===== config.mk =====
export PLATFORM = sky130hd
export DESIGN_NAME = power_mode_reset_control
export DESIGN_NICKNAME = d
export VERILOG_FILES = /design/src/inc/pmrc_pkg.sv /design/src/inc/strobe_if.sv /design/src/core/strobe_gen.sv /design/src/core/rst_qualify.sv /design/src/core/power_mode_reset_control.sv
export VERILOG_INCLUDE_DIRS = /design/src /design/src/inc
export SDC_FILE = /design/constraint.sdc
export NUM_CORES = 1
export LEC_CHECK = 0
export ABC_AREA = 0
export BUFFER_PORTS_ARGS = -buffer_cell sky130_fd_sc_hd__buf_2
export CAP_MARGIN = 20
export CORE_MARGIN = 4
export CORE_UTILIZATION = 30
export CTS_CLUSTER_DIAMETER = 80
export DETAILED_ROUTE_END_ITERATION = 10
export SLEW_MARGIN = 0
export SYNTH_ARGS = -nofsm -noshare
export SYNTH_HDL_FRONTEND = slang
export SYNTH_SLANG_ARGS = --single-unit

===== constraint.sdc =====
create_clock -name pclk -period 4.3 [get_ports pclk]
set_clock_uncertainty 0.2 [all_clocks]
set_input_delay 0.645 -clock pclk [delete_from_list [all_inputs] [get_ports pclk]]
set_output_delay 0.645 -clock pclk [all_outputs]
set_load 0.03 [all_outputs]

===== src/inc/pmrc_map.svh =====
// Purpose: Offsets, field positions, reset values and counts for the power/reset block
// Assumes: APB byte addresses, one 32-bit word per register
// Notes:   Definitions only
`ifndef PMRC_MAP_SVH
`define PMRC_MAP_SVH
// ==========================================================
// Register offsets
`define OFF_AUX        8'h00
`define OFF_AUX1       8'h04
`define OFF_MODE       8'h08
`define OFF_STAT       8'h0c
// ==========================================================
// Field positions
`define BIT_ALE_QUIET  0
`define BIT_LOW_POWER  4
`define BIT_WAKE_EN    3
`define BIT_IDLE_REQ   0
`define BIT_PD_REQ     1
// ==========================================================
// Reset values and counts
`define AUX_RST        8'h00
`define AUX1_RST       8'h00
`define LAST_STATE     3'd5
`define RST_HIGH_CNT   5'd24
`define ONCHIP_TOP     16'h0fff
`endif


===== src/inc/pmrc_pkg.sv =====
// Purpose: Types shared by the power/reset block
// Assumes: Nothing
// Notes:   Constants live in pmrc_map.svh
package pmrc_pkg;
  // ==========================================================
  // Power modes
  typedef enum logic [1:0]
  {
    st_run   = 2'b00,
    st_idle  = 2'b01,
    st_pdown = 2'b10,
    st_wake  = 2'b11
  } pmode_t;
endpackage


===== src/inc/strobe_if.sv =====
// Purpose: Carrier between the mode control and the strobe timing generator
// Assumes: One clock, pclk
// Notes:   gen drives timing, ctl consumes it
`timescale 1ns/1ps
interface strobe_if;
  logic       osc_run;   // Oscillator running
  logic       movx;      // External data access in this machine cycle
  logic       ext_fetch; // Code fetched from external memory
  logic       ale_quiet; // Address strobe only during data access
  logic       phase;     // Divide-by-two state
  logic [2:0] state;     // State within machine cycle
  logic       mc_end;    // Last oscillator period of a machine cycle
  logic       ale;       // Address latch strobe, high active
  logic       program_fetch_strobe_n;    // Program fetch strobe, low active
  modport gen (input osc_run, movx, ext_fetch, ale_quiet,
               output phase, state, mc_end, ale, program_fetch_strobe_n);
  modport ctl (output osc_run, movx, ext_fetch, ale_quiet,
               input phase, state, mc_end, ale, program_fetch_strobe_n);
endinterface


===== src/core/strobe_gen.sv =====
// Purpose: Divide-by-two clock, machine cycle states, address and fetch strobes
// Assumes: pclk is the oscillator input
// Notes:   Counters freeze while the oscillator is stopped
`timescale 1ns/1ps
`include "pmrc_map.svh"
module strobe_gen
(
  input  wire logic pclk,    // Oscillator clock
  input  wire logic presetn, // Async reset, low active
  strobe_if.gen     sif      // Timing carrier
);
  // ==========================================================
  // Divider: one state is two oscillator periods
  always_ff @(posedge pclk or negedge presetn)
  begin
    if (!presetn)
    begin
      sif.phase <= 1'b0;
      sif.state <= 3'd0;
    end
    else if (sif.osc_run)
    begin
      sif.phase <= ~sif.phase;
      if (sif.phase)
        sif.state <= (sif.state == `LAST_STATE) ? 3'd0 : 3'(sif.state + 3'd1);
    end
  end

  assign sif.mc_end = sif.osc_run && sif.phase && (sif.state == `LAST_STATE);

  // ==========================================================
  // Strobes: address strobe in states 0 and 3, fetch strobe in states 1 and 4
  always_ff @(posedge pclk or negedge presetn)
  begin
    if (!presetn)
    begin
      sif.ale    <= 1'b0;
      sif.program_fetch_strobe_n <= 1'b1;
    end
    else
    begin
      // Skip the first address strobe of a data access; quiet mode keeps only that access's
      sif.ale <= sif.osc_run && (((sif.state == 3'd0) && !sif.movx && !sif.ale_quiet)
                 || (sif.state == 3'd3 && (!sif.ale_quiet || sif.movx)));
      // Both fetch pulses are dropped in a data access cycle
      sif.program_fetch_strobe_n <= !(sif.osc_run && sif.ext_fetch && !sif.movx
                    && (sif.state == 3'd1 || sif.state == 3'd4));
    end
  end
endmodule


===== src/core/rst_qualify.sv =====
// Purpose: Reset pin synchroniser and pulse length qualifier
// Assumes: Pin is asynchronous to pclk
// Notes:   Short pulses are ignored
`timescale 1ns/1ps
`include "pmrc_map.svh"
module rst_qualify
(
  input  wire logic pclk,     // Oscillator clock
  input  wire logic presetn,  // Async reset, low active
  input  wire logic osc_run,  // Oscillator running
  input  wire logic rst_pin,  // Reset pin, high active
  output logic      rst_seen, // Synchronised pin level
  output logic      core_rst  // Qualified internal reset
);
  logic       meta_q;
  logic [4:0] hi_cnt_q;

  // ==========================================================
  // Two-flop synchroniser
  always_ff @(posedge pclk or negedge presetn)
  begin
    if (!presetn)
    begin
      meta_q   <= 1'b0;
      rst_seen <= 1'b0;
    end
    else
    begin
      meta_q   <= rst_pin;
      rst_seen <= meta_q;
    end
  end

  // ==========================================================
  // Count consecutive high samples while the oscillator runs
  always_ff @(posedge pclk or negedge presetn)
  begin
    if (!presetn)
      hi_cnt_q <= 5'd0;
    else if (!rst_seen)
      hi_cnt_q <= 5'd0;
    else if (osc_run && hi_cnt_q != `RST_HIGH_CNT)
      hi_cnt_q <= 5'(hi_cnt_q + 5'd1);
  end

  assign core_rst = (hi_cnt_q == `RST_HIGH_CNT);
endmodule


===== src/core/power_mode_reset_control.sv =====
// Purpose: Reset, clocking, idle, power-down, wake and emulation entry control
// Assumes: pclk is the oscillator at 25 MHz; inputs synchronous except reset pin
// Notes:   Registers over APB, zero wait states
// Operation
// - External fetch: two fetch strobes per machine cycle, both dropped in data access.
// - No fetch strobe while fetching from internal program memory.
// - Fetch select high: internal memory until program counter passes on-chip top.
// - With security bit 1, fetch select is latched at reset and used afterwards.
// - Internal timing comes from a divide-by-two of the oscillator.
// - Reset needs pin high for 24 oscillator periods while running.
// - Static: stopped clock keeps RAM and register contents.
// - Idle stops the processor after the instruction; peripherals stay clocked.
// - Idle ends on enabled interrupt or on hardware reset.
// - Power-down stops the oscillator after the entering instruction.
// - Power-down ends on reset (registers reinitialised) or external interrupt.
// - Interrupt wake from power-down only with the wake enable bit set.
// - Enabled low level interrupt restarts oscillator; pin high completes the exit.
// - After wake service, execution resumes after the power-down instruction.
// - Low power bit shuts down program memory analog circuits.
// - Reset ending idle: block RAM access, not ports, until internal reset.
// - Emulation: port 0 floats, strobes and ports weakly pulled, oscillator runs.
// - Idle strobes read 1, power-down 0; port 0 floats on external program.
// - Address strobe at one sixth oscillator rate, one skipped per data access.
`timescale 1ns/1ps
`include "pmrc_map.svh"
module power_mode_reset_control
(
  input  wire logic        pclk,                  // Oscillator clock
  input  wire logic        presetn,               // Async reset, low active
  input  wire logic        psel,                  // APB select
  input  wire logic        penable,               // APB enable
  input  wire logic        pwrite,                // APB write
  input  wire logic [7:0]  paddr,                 // APB byte address
  input  wire logic [31:0] pwdata,                // APB write data
  output logic      [31:0] prdata,                // APB read data
  output logic             pready,                // APB ready
  output logic             pslverr,               // APB error, unmapped
  input  wire logic        rst_pin,               // Reset pin, high active
  input  wire logic        external_fetch_select, // High: internal memory first
  input  wire logic        security_bit_one,      // Security bit 1 programmed
  input  wire logic [15:0] prog_counter,          // Processor program counter
  input  wire logic        movx_cycle,            // Data access this machine cycle
  input  wire logic        irq_pending,           // Any enabled interrupt
  input  wire logic        ext_irq_zero_n,        // External interrupt 0 pin
  input  wire logic        ext_irq_one_n,         // External interrupt 1 pin
  input  wire logic        irq_zero_level_en,     // Int 0 enabled, level mode
  input  wire logic        irq_one_level_en,      // Int 1 enabled, level mode
  input  wire logic        ale_in,                // Address strobe pin level
  output logic             ale_out,               // Address strobe drive
  output logic             ale_oe_n,              // Address strobe enable, low drives
  input  wire logic        program_fetch_strobe_in,               // Fetch strobe pin level
  output logic             program_fetch_strobe,  // Fetch strobe drive
  output logic             program_fetch_strobe_oe_n,             // Fetch strobe enable, low drives
  output logic             osc_enable,            // Oscillator amplifier on
  output logic             cpu_run,               // Processor clock enable
  output logic             periph_run,            // Peripheral clock enable
  output logic             sfr_reset,             // Register file reset
  output logic             ram_block,             // Inhibit internal RAM access
  output logic             resume_pulse,          // Vector to interrupt, one cycle
  output logic             port0_float,           // Port 0 released
  output logic             port2_address,         // Port 2 drives address
  output logic             port_weak_pull,        // Ports only weakly pulled
  output logic             eprom_analog_off,      // Program memory analog off
  output logic             fetch_external         // Fetch from external memory
);
  // ==========================================================
  // Declarations
  pmrc_pkg::pmode_t mode_q;
  logic [7:0]       aux_control_q;
  logic [7:0]       aux_control_one_q;
  logic             idle_req_q;
  logic             pd_req_q;
  logic             fetch_sel_q;
  logic             emu_arm_q;
  logic             emu_q;
  logic             core_rst_q;
  logic             rst_seen;
  logic             core_rst;
  logic             ext_eff;
  logic             wake_low;
  logic             wr_en;
  logic             rd_setup;
  logic             mapped;
  logic [31:0]      rd_val;
  strobe_if         sif ();

  // ==========================================================
  // Timing and reset qualifier
  strobe_gen u_strobe
  (
    .pclk    (pclk),
    .presetn (presetn),
    .sif     (sif)
  );

  rst_qualify u_rstq
  (
    .pclk     (pclk),
    .presetn  (presetn),
    .osc_run  (sif.osc_run),
    .rst_pin  (rst_pin),
    .rst_seen (rst_seen),
    .core_rst (core_rst)
  );

  // ==========================================================
  // Fetch source
  // Latched value tracks the pin while reset is held, freezes at release
  always_ff @(posedge pclk or negedge presetn)
  begin
    if (!presetn)
      fetch_sel_q <= 1'b1;
    else if (core_rst)
      fetch_sel_q <= external_fetch_select;
  end

  assign ext_eff        = security_bit_one ? fetch_sel_q : external_fetch_select;
  assign fetch_external = !ext_eff || (prog_counter > `ONCHIP_TOP);

  assign sif.movx      = movx_cycle;
  assign sif.ext_fetch = fetch_external && (mode_q == pmrc_pkg::st_run) && !core_rst;
  assign sif.ale_quiet = aux_control_q[`BIT_ALE_QUIET];

  // ==========================================================
  // APB slave: zero wait, read data captured in setup
  assign wr_en    = psel && penable && pwrite && mapped && !core_rst;
  assign rd_setup = psel && !penable && !pwrite;
  assign mapped   = (paddr == `OFF_AUX) || (paddr == `OFF_AUX1)
                 || (paddr == `OFF_MODE) || (paddr == `OFF_STAT);
  assign pready   = 1'b1;
  assign pslverr  = psel && penable && !mapped;

  always_comb
  begin
    rd_val = 32'h0000_0000;
    unique case (paddr)
      `OFF_AUX:  rd_val[7:0] = aux_control_q;
      `OFF_AUX1: rd_val[7:0] = aux_control_one_q;
      `OFF_MODE: rd_val[1:0] = {pd_req_q, idle_req_q};
      `OFF_STAT: rd_val[5:0] = {core_rst, emu_q, ext_eff, fetch_external, mode_q};
      default:   rd_val      = 32'h0000_0000;
    endcase
  end

  always_ff @(posedge pclk or negedge presetn)
  begin
    if (!presetn)
      prdata <= 32'h0000_0000;
    else if (rd_setup)
      prdata <= rd_val;
  end

  // ==========================================================
  // Control registers: held while stopped, cleared by internal reset
  always_ff @(posedge pclk or negedge presetn)
  begin
    if (!presetn)
    begin
      aux_control_q     <= `AUX_RST;
      aux_control_one_q <= `AUX1_RST;
    end
    else if (core_rst)
    begin
      aux_control_q     <= `AUX_RST;
      aux_control_one_q <= `AUX1_RST;
    end
    else if (wr_en && paddr == `OFF_AUX)
      aux_control_q <= pwdata[7:0];
    else if (wr_en && paddr == `OFF_AUX1)
      aux_control_one_q <= pwdata[7:0];
  end

  assign eprom_analog_off = aux_control_q[`BIT_LOW_POWER];

  // ==========================================================
  // Mode requests: a write on the cycle-end edge wins over the clear, so none is lost
  always_ff @(posedge pclk or negedge presetn)
  begin
    if (!presetn)
    begin
      idle_req_q <= 1'b0;
      pd_req_q   <= 1'b0;
    end
    else if (wr_en && paddr == `OFF_MODE && mode_q == pmrc_pkg::st_run)
    begin
      idle_req_q <= pwdata[`BIT_IDLE_REQ];
      pd_req_q   <= pwdata[`BIT_PD_REQ];
    end
    else if (core_rst || sif.mc_end)
    begin
      idle_req_q <= 1'b0;
      pd_req_q   <= 1'b0;
    end
  end

  // ==========================================================
  // Power mode state machine
  assign wake_low = aux_control_one_q[`BIT_WAKE_EN]
                 && ((irq_zero_level_en && !ext_irq_zero_n)
                 || (irq_one_level_en && !ext_irq_one_n));

  always_ff @(posedge pclk or negedge presetn)
  begin
    if (!presetn)
      mode_q <= pmrc_pkg::st_run;
    else if (core_rst)
      mode_q <= pmrc_pkg::st_run;
    else
    begin
      unique case (mode_q)
        pmrc_pkg::st_run:
          if (sif.mc_end && pd_req_q)
            mode_q <= pmrc_pkg::st_pdown;
          else if (sif.mc_end && idle_req_q)
            mode_q <= pmrc_pkg::st_idle;
        pmrc_pkg::st_idle:
          if (irq_pending || rst_seen)
            mode_q <= pmrc_pkg::st_run;
        pmrc_pkg::st_pdown:
          if (wake_low)
            mode_q <= pmrc_pkg::st_wake;
        pmrc_pkg::st_wake:
          if (!wake_low)
            mode_q <= pmrc_pkg::st_run;
      endcase
    end
  end

  // Vector to the interrupt routine; return resumes after the mode instruction
  always_ff @(posedge pclk or negedge presetn)
  begin
    if (!presetn)
      resume_pulse <= 1'b0;
    else
      resume_pulse <= !core_rst && (((mode_q == pmrc_pkg::st_idle) && irq_pending && !rst_seen)
                   || ((mode_q == pmrc_pkg::st_wake) && !wake_low));
  end

  // ==========================================================
  // Clock enables: a held pin also restarts a stopped oscillator
  assign sif.osc_run = (mode_q != pmrc_pkg::st_pdown) || rst_seen || emu_q;
  assign osc_enable  = sif.osc_run;
  assign cpu_run     = (mode_q == pmrc_pkg::st_run) && !core_rst;
  assign periph_run  = (mode_q == pmrc_pkg::st_run || mode_q == pmrc_pkg::st_idle)
                    && !core_rst;
  assign sfr_reset   = core_rst;

  // RAM access blocked from a reset seen in idle until two cycles after internal reset begins
  always_ff @(posedge pclk or negedge presetn)
  begin
    if (!presetn)
      ram_block <= 1'b0;
    else if ((mode_q == pmrc_pkg::st_idle) && rst_seen)
      ram_block <= 1'b1;
    else if (!rst_seen || core_rst_q)
      ram_block <= 1'b0;
  end

  always_ff @(posedge pclk or negedge presetn)
  begin
    if (!presetn)
      core_rst_q <= 1'b0;
    else
      core_rst_q <= core_rst;
  end

  // ==========================================================
  // Emulation entry: sampled in reset, taken at reset release
  always_ff @(posedge pclk or negedge presetn)
  begin
    if (!presetn)
    begin
      emu_arm_q <= 1'b0;
      emu_q     <= 1'b0;
    end
    else
    begin
      emu_arm_q <= core_rst && !ale_in && program_fetch_strobe_in;
      if (core_rst_q && !core_rst)
        emu_q <= emu_arm_q && !ale_in;
    end
  end

  // ==========================================================
  // Pin states
  always_comb
  begin
    ale_out              = sif.ale;
    program_fetch_strobe = sif.program_fetch_strobe_n;
    unique case (mode_q)
      pmrc_pkg::st_idle:
      begin
        ale_out              = 1'b1;
        program_fetch_strobe = 1'b1;
      end
      pmrc_pkg::st_pdown, pmrc_pkg::st_wake:
      begin
        ale_out              = 1'b0;
        program_fetch_strobe = 1'b0;
      end
      default:
      begin
        ale_out              = sif.ale;
        program_fetch_strobe = sif.program_fetch_strobe_n;
      end
    endcase
    if (core_rst)
      program_fetch_strobe = 1'b1;
  end

  // Address strobe released in reset so an emulator can pull it low
  assign ale_oe_n       = emu_q || core_rst;
  assign program_fetch_strobe_oe_n      = emu_q;
  assign port_weak_pull = emu_q;
  assign port0_float    = emu_q || (fetch_external && !core_rst);
  assign port2_address  = fetch_external && (mode_q != pmrc_pkg::st_pdown)
                       && (mode_q != pmrc_pkg::st_wake) && !emu_q;
endmodule


==> metrics.yaml, run 1 <==
outcome: "completed"
netlist-cell-type-count: 46
register_area_um2: 1179
cts_buffers: 5
grt_pass1_wl_um: 8866
slew_violations: 0
ant_nets: 0
gp_congestion: 0.7504
fin_util: 0.3569
vdd_drop_max_mv: 0.1068
viasPerCell: 4.516
clkSinkCount: 47
dr_total_vias: 1874
final_area_um2: 2918
cp-end-kind: "output port"
layout_min_cycle_time_ns: 2.948
die_h_um: 99.61
synth-async-reset-ratio: 1.000
setup_viol: 0
synth_top_cell_area_share: 0.4473
portBuffers: 59
diodes: 0
combPwrFrac: 0.116
drv_cap: 0
dp_slack_ns: 1.639
clockBufferDepth: 2
grt_overflow: 0
dp_hpwl_um: 4224
antenna_found_initial: 1
nFillCells: 852
arrival_ns: 2.10
leakagePower_nw: 1.532
hold_path.class: "register to register"
slew_headroom: 0.5830
grt_pass1_vias: 1804
cp_max_fo: 13
rows: 33
clk_pin_slew_worst_paths_ns: 0.08
synth-seq-cells: 47
place_area_um2: 2808
ys.flop_type: "dfrtp_1"
die-width_um: 99.61
worst_ep_required_time_ns: 3.45
track_usage: 0.1141
p_int_uw: 591.6
hold_viol: 0
timing.final.crit_share: 0.6856
netlist_area_um2: 2517
worstSetupPathType: "register to output port"
synthTopCellsByArea: "dfrtp_1 45%, mux2i_1 8.3%, buf_4 7.8%"
rsz0062_at_grt: "false"
wl_per_cell_um: 13.51
fmax_mhz: 339.2
final_common_cell: "buf_2"
fin_ws_ns: 1.352
final_cell_mix: "59 x buf_2, 45 x dfrtp_1, 26 x nor2_1"
avgSynthCellArea_um2: 10.03
drive_gt1_frac: 0.2645
pwr-share-seq: 0.565
synth_area_leader_cell: "dfrtp_1"
die-area_um2: 9921
switching_power_uw: 210.6
cts_max_level: 2
drt-initial-drc-count: 58
yosysWarnings: 0
p_sw_frac: 0.2625
drc_errors: 0
drt-total-wl_um: 5605
nets: 384
syn_inst: 251
io_pins: 121
area_delta_synth_final_pct: 15.90
drt-pass1-iter-count: 4
worst_pin_slew_ns: 0.6237
power_frac_clock: 0.319
synth_edf_count: 0
p_per_area_nw_per_um2: 274.9
tns_ns: 0
core-area_um2: 8175
multi_input_area_um2: 1150
clkLatencyLatePin_ns: 0.30
tritoncts: "yes"
start_util: 0.3079
ys_seq_area_frac: 0.4682
start_kind: "register"
cts_setup_buffers: 0
cts_root_buf: "clkbuf_8"
grt_max_degree: 48
==> power by group through the flow <==
stage | sequential, mW | clock [mW] | combinational (mW)
floorplan | 0.460 | 0 | 0.0748
global placement | 0.462 | 0 | 0.0899
detailed placement | 0.462 | 0 | 0.0912
CTS | 0.454 | 0.266 | 0.0913
global route | 0.455 | 0.283 | 0.103
finish | 0.453 | 0.256 | 0.0930
==> state kept, by name, summed over array words and instances, names as in the netlist, 2 cells and up <==
register            cells
aux_control_q           8
mode_q                  2
u_rstq.hi_cnt_q         5
aux_control_one_q       8
u_strobe.sif.state      3
prdata                  8
==> synth_stat cells (2+ instances only) <==
cell type	instances
a21boi_0	2
nor3b_1	3
nor2b_1	2
nor3_1	2
buf_4	26
nand3_1	5
dfrtp_1	45
a22oi_1	2
mux2i_1	21
inv_1	9
clkbuf_1	7
o21ai_0	8
nand2_1	23
nor4_1	5
mux4_2	2
a21oi_1	3
mux2_2	4
and2_1	4
o21ai_1	3
a31oi_1	4
xnor2_1	5
ha_1	3
nand2b_1	8
conb_1	2
dfstp_2	2
o31ai_1	2
nor2_1	26
nand4b_1	3
and3_1	3
==> worst paths after layout <==
| check | start | end | slack, ns | cells after the start |
|---|---|---|---|---|
| min in group asynchronous | presetn | aux_control_q[6] | 0.52 | 2 |
| worst min register to register | u_rstq.meta_q | u_rstq.rst_seen | 0.17 | 0 |
| worst max register to register | u_rstq.hi_cnt_q[0] | pd_req_q | 1.80 | 6 |
| max in group asynchronous | presetn | fetch_sel_q | 2.85 | 3 |
| worst max-delay path | u_rstq.hi_cnt_q[0] | sfr_reset | 1.35 | 5 |
| worst min-delay path | u_rstq.meta_q | u_rstq.rst_seen | 0.17 | 0 |
==> critical path, cell delays in order (launching register included) <==
cell and delay [ns]:
dfrtp_1 0.42, inv_1 0.09, ha_1 0.15, nand4b_1 0.50, inv_2 0.40, buf_2 0.26
==> area by class of cell <==
type	instances	area share
sequential	47	0.4039
timing repair buffer	63	0.1166
inverter	10	0.01286
multi-input combinational	182	0.3941
tap	105	0.04503
clock buffer	8	0.02744
==> logic make-up (layout without fill, tap and decap cells) <==
kind of cell / count (synthesis) / count (layout) / share of synthesized area
flops: 47 / 47 / 0.4682
fa+ha+maj: 3 / 3 / 0.01491
mux: 27 / 27 / 0.1193
simple gates: 94 / 94 / 0.1978
compound gates: 28 / 28 / 0.07007
xor+xnor: 5 / 5 / 0.01739
buf+inv: 45 / 81 / 0.1093
other cells: 2 / 25 / 0.002983
==> stage by stage <==
stage / total power [mW] / hold WS (ns) / std cells
2_1_floorplan: 0.5353 / 0.1312 / 274
3_3_place_gp: 0.5520 / 0.1355 / 405
3_5_place_dp: 0.5535 / 0.1393 / 405
4_1_cts: 0.8105 / 0.1589 / 413
5_1_grt: 0.8410 / 0.1853 / 415
6_report: 0.8022 / 0.1652 / 415
==> metal layers <==
layer / vias up / share of wire / global-route usage
li1: 918 / - / -
met3: 8 / 0.071 / 0.03366
met5: - / 0.0012 / 0
met1: 891 / 0.43 / 0.1372
met2: 55 / 0.48 / 0.1921
met4: 2 / 0.018 / 0.04412
==> what timing repair did <==
| item | 4_1_cts | 5_1_grt |
|---|---|---|
| hold buffers | 0 | 1 |
| resized for setup | 0 | 0 |
| hold endpoints to repair | 0 | 6 |
(Power assumes the default switching activity.)
==> inputs of run 2 (changes only) <==
Settings changed: ABC_AREA 0 to 1.
Clock period 4.3 ns to 2.6 ns, I/O delays scaled along.
==> run 2 against run 1 <==
Effect of this change: area after synthesis grew 4.9%; die area grew 4.5%; flip-flop and latch count is the same; sequential share of layout area shrank 1.5 points; via count grew 20%; synthesized cell count grew 33%; worst setup slack lost 1.1 ns; count of clock-buffer cells in the layout shrank 1; non-clock buffer count grew 1; hold slack lost 0.059 ns; combinational power grew to 5.4 times the previous value; routed wire length grew 9.7%; largest cell class unchanged; largest power group unchanged.
==> metrics.yaml, run 2 <==
grt_max_degree: 48  # unchanged
place_inst: 490  # +21%
rsz0062_at_grt: "false"
synthTopCellsByArea: "dfrtp_1 43%, nand2_1 12%, buf_4 7.4%"
dr_total_vias: 2257  # +20%
die-area_um2: 10370  # +4.5%
ys.flop_type: "dfrtp_1"
dp_hpwl_um: 4646  # +10%
syn_inst: 335  # +33%
arrival_ns: 1.74  # -0.36 ns
area_delta_synth_final_pct: 14.69
hold_buffers: 2  # +2
p_int_mw: 1.111  # +88%
drc_errors: 0  # unchanged
antenna_found_initial: 0  # -1
synth-async-reset-ratio: 1.000  # unchanged
fin_util: 0.3614  # +0.004495
rrSetupSlack_ns: 0.62  # -1.18 ns
final_common_cell: "nand2_1"
gp_congestion: 0.8015  # +6.8%
portBuffers: 59  # unchanged
clkSinkCount: 47  # unchanged
fmax_mhz: 429.6
drt-total-wl_um: 6149  # +9.7%
cts_root_buf: "clkbuf_8"
yosysMostFrequentCell: "nand2_1"
worstSetupPathType: "register to output port"
synth_top_cell_area_share: 0.4263  # -0.02098
wl_per_cell_um: 12.32  # -8.8%
cts_resized: 0  # unchanged
yosysWarnings: 0  # unchanged
path_cells: "inv_1, ha_1, nand4_1, buf_4, nand2_1, buf_2"
p_sw_frac: 0.3662  # +0.1037
worst_path_max_delay_cell: "dfrtp_1"
setup_viol: 0  # unchanged
cp-end-kind: "output port"
cts_setup_buffers: 0  # unchanged
vdd_drop_max_mv: 0.1915  # +79%
worst_pin_slew_ns: 0.6044  # -0.01925 ns
reg2reg_from: "u_rstq.hi_cnt_q[0]"
nFillCells: 909  # +6.7%
clockBufferDepth: 2  # unchanged
layout_min_cycle_time_ns: 2.328
io_pins: 121  # unchanged
pwr-share-seq: 0.478  # -0.087
cp-startpoint: "u_rstq.hi_cnt_q[0]"
hold_path.class: "primary input to register"
drt-initial-drc-count: 108  # +86%
track_usage: 0.1237  # +0.009591
tritoncts: "yes"
rows: 33  # unchanged
p_per_area_nw_per_um2: 579.0  # +110%
tns_ns: 0  # unchanged
synth_edf_count: 0  # unchanged
drive_gt1_frac: 0.2437  # -0.02086
grt_pass1_vias: 2207  # +22%
diodes: 0  # unchanged
slew_violations: 0  # unchanged
cts_buffers: 5  # unchanged
avgSynthCellArea_um2: 7.884  # -21%
core-area_um2: 8382  # +2.5%
clkLatencyLatePin_ns: 0.30  # about the same
leakagePower_nw: 1.630  # +6.4%
grt_pass1_wl_um: 10230  # +15%
slew_headroom: 0.5971  # +0.01407
die-width_um: 101.8  # +2.2%
ys_seq_area_frac: 0.4462  # -0.02196
cts_max_level: 2  # unchanged
combPwrFrac: 0.286  # +0.170
start_kind: "register"
viasPerCell: 4.523  # +0.16%
die_h_um: 101.8  # +2.2%
power_frac_clock: 0.236  # -0.083
netlist_area_um2: 2641  # +4.9%
synth-seq-cells: 47  # unchanged
final_cell_mix: "83 x nand2_1, 59 x buf_2, 45 x dfrtp_1"
grt_overflow: 0  # unchanged
synth_area_leader_cell: "dfrtp_1"
ant_nets: 0  # unchanged
drv_cap: 0  # unchanged
start_util: 0.3151  # +0.007194
clk_pin_slew_worst_paths_ns: 0.08  # about the same
synthTopCellsByCount: "83 x nand2_1, 45 x dfrtp_1, 36 x nand3_1"
cp_max_fo: 30  # +17
slowest_delay_ns: 0.42  # -0.08 ns
worst_ep_required_time_ns: 2.01  # -1.44 ns
timing.final.crit_share: 0.8952
outcome: "completed"
hold_viol: 0  # unchanged
instances_no_fill: 499  # +20%
nets: 469  # +22%
hold_start: "program_fetch_strobe_in"
largestRegisters: "aux_control_one_q (8), aux_control_q (8), prdata (8)"
drt-pass1-iter-count: 4  # unchanged
switching_power_uw: 642.3  # +210%
netlist-cell-type-count: 35  # -24%
==> run 2: cell count changes after synthesis, sizes merged, moves of 5 or more <==
cell	delta
nand2	+63
clkbuf	-5
nand4	+9
buf	+5
xnor2	-5
nand2b	-9
mux2i	-21
inv	+25
nor4	-5
a21oi	+10
nand3	+31
o21ai	+15
==> run 2: cell families (layout without fill, tap and decap cells) <==
kind of cell / Yosys count / after routing / share of synthesized area
xor gates and xnor gates: 1 / 1 / 0.003317
and+or+nand+nor: 165 / 165 / 0.2800
adders and majority gates: 3 / 3 / 0.01421
other: 2 / 25 / 0.002843
AOI/OAI and AO/OA: 46 / 46 / 0.1099
DFF: 47 / 47 / 0.4462
buffers and inverters: 71 / 107 / 0.1435
==> run 2: power by group through the flow <==
stage	registers, mW	logic [mW]	clock network [mW]
global placement	0.854	0.502	0
finish	0.839	0.502	0.413
floorplan	0.843	0.395	0
global route	0.848	0.562	0.465
CTS	0.840	0.509	0.436
detailed placement	0.855	0.505	0
==> run 2: critical path, delay by kind of cell (launching register included) <==
family | cells | cell delay [ns]
AND/OR/NAND/NOR | 2 | 0.24
flip-flops | 1 | 0.42
adder cells (fa/ha/maj) | 1 | 0.19
buffers and inverters | 3 | 0.59
==> run 2: metal layers <==
metal,routed length (um),global-route usage,vias up
li1,-,-,1146
met1,2902,0.1665,1039
met2,2707,0.1992,64
met3,472,0.03345,8
met4,67,0.03128,0
met5,0,0,-
==> run 2: per-stage QoR <==
| stage | hold WS (ns) | total power, mW | area [um2] | setup WS [ns] |
|---|---|---|---|---|
| floorplan | -0.1056 | 1.238 | 2728 | 0.4177 |
| global placement | 0.1350 | 1.356 | 2933 | 0.5946 |
| detailed placement | 0.1347 | 1.360 | 2933 | 0.5795 |
| CTS | 0.09439 | 1.784 | 3029 | 0.2383 |
| global route | 0.09679 | 1.875 | 3029 | 0.1518 |
| finish | 0.1066 | 1.754 | 3029 | 0.2724 |
==> run 2: final timing paths <==
check                                            end  cells after the start
worst max-delay path            program_fetch_strobe                      6
worst min-delay path                       emu_arm_q                      3
worst max register to register  aux_control_one_q[4]                      7
worst min register to register       u_rstq.rst_seen                      0
max in group asynchronous           aux_control_q[3]                      3
min in group asynchronous              u_rstq.meta_q                      3
==> run 2: layout make-up <==
type,instances,area (um2),share of cell area
Timing Repair Buffer,64,337.8,0.1115
Multi-Input combinational cell,240,1170,0.3862
Inverter,36,135.1,0.04461
Sequential cell,47,1179,0.3891
Clock buffer,7,76.32,0.02520
Tap cell,105,131.4,0.04337
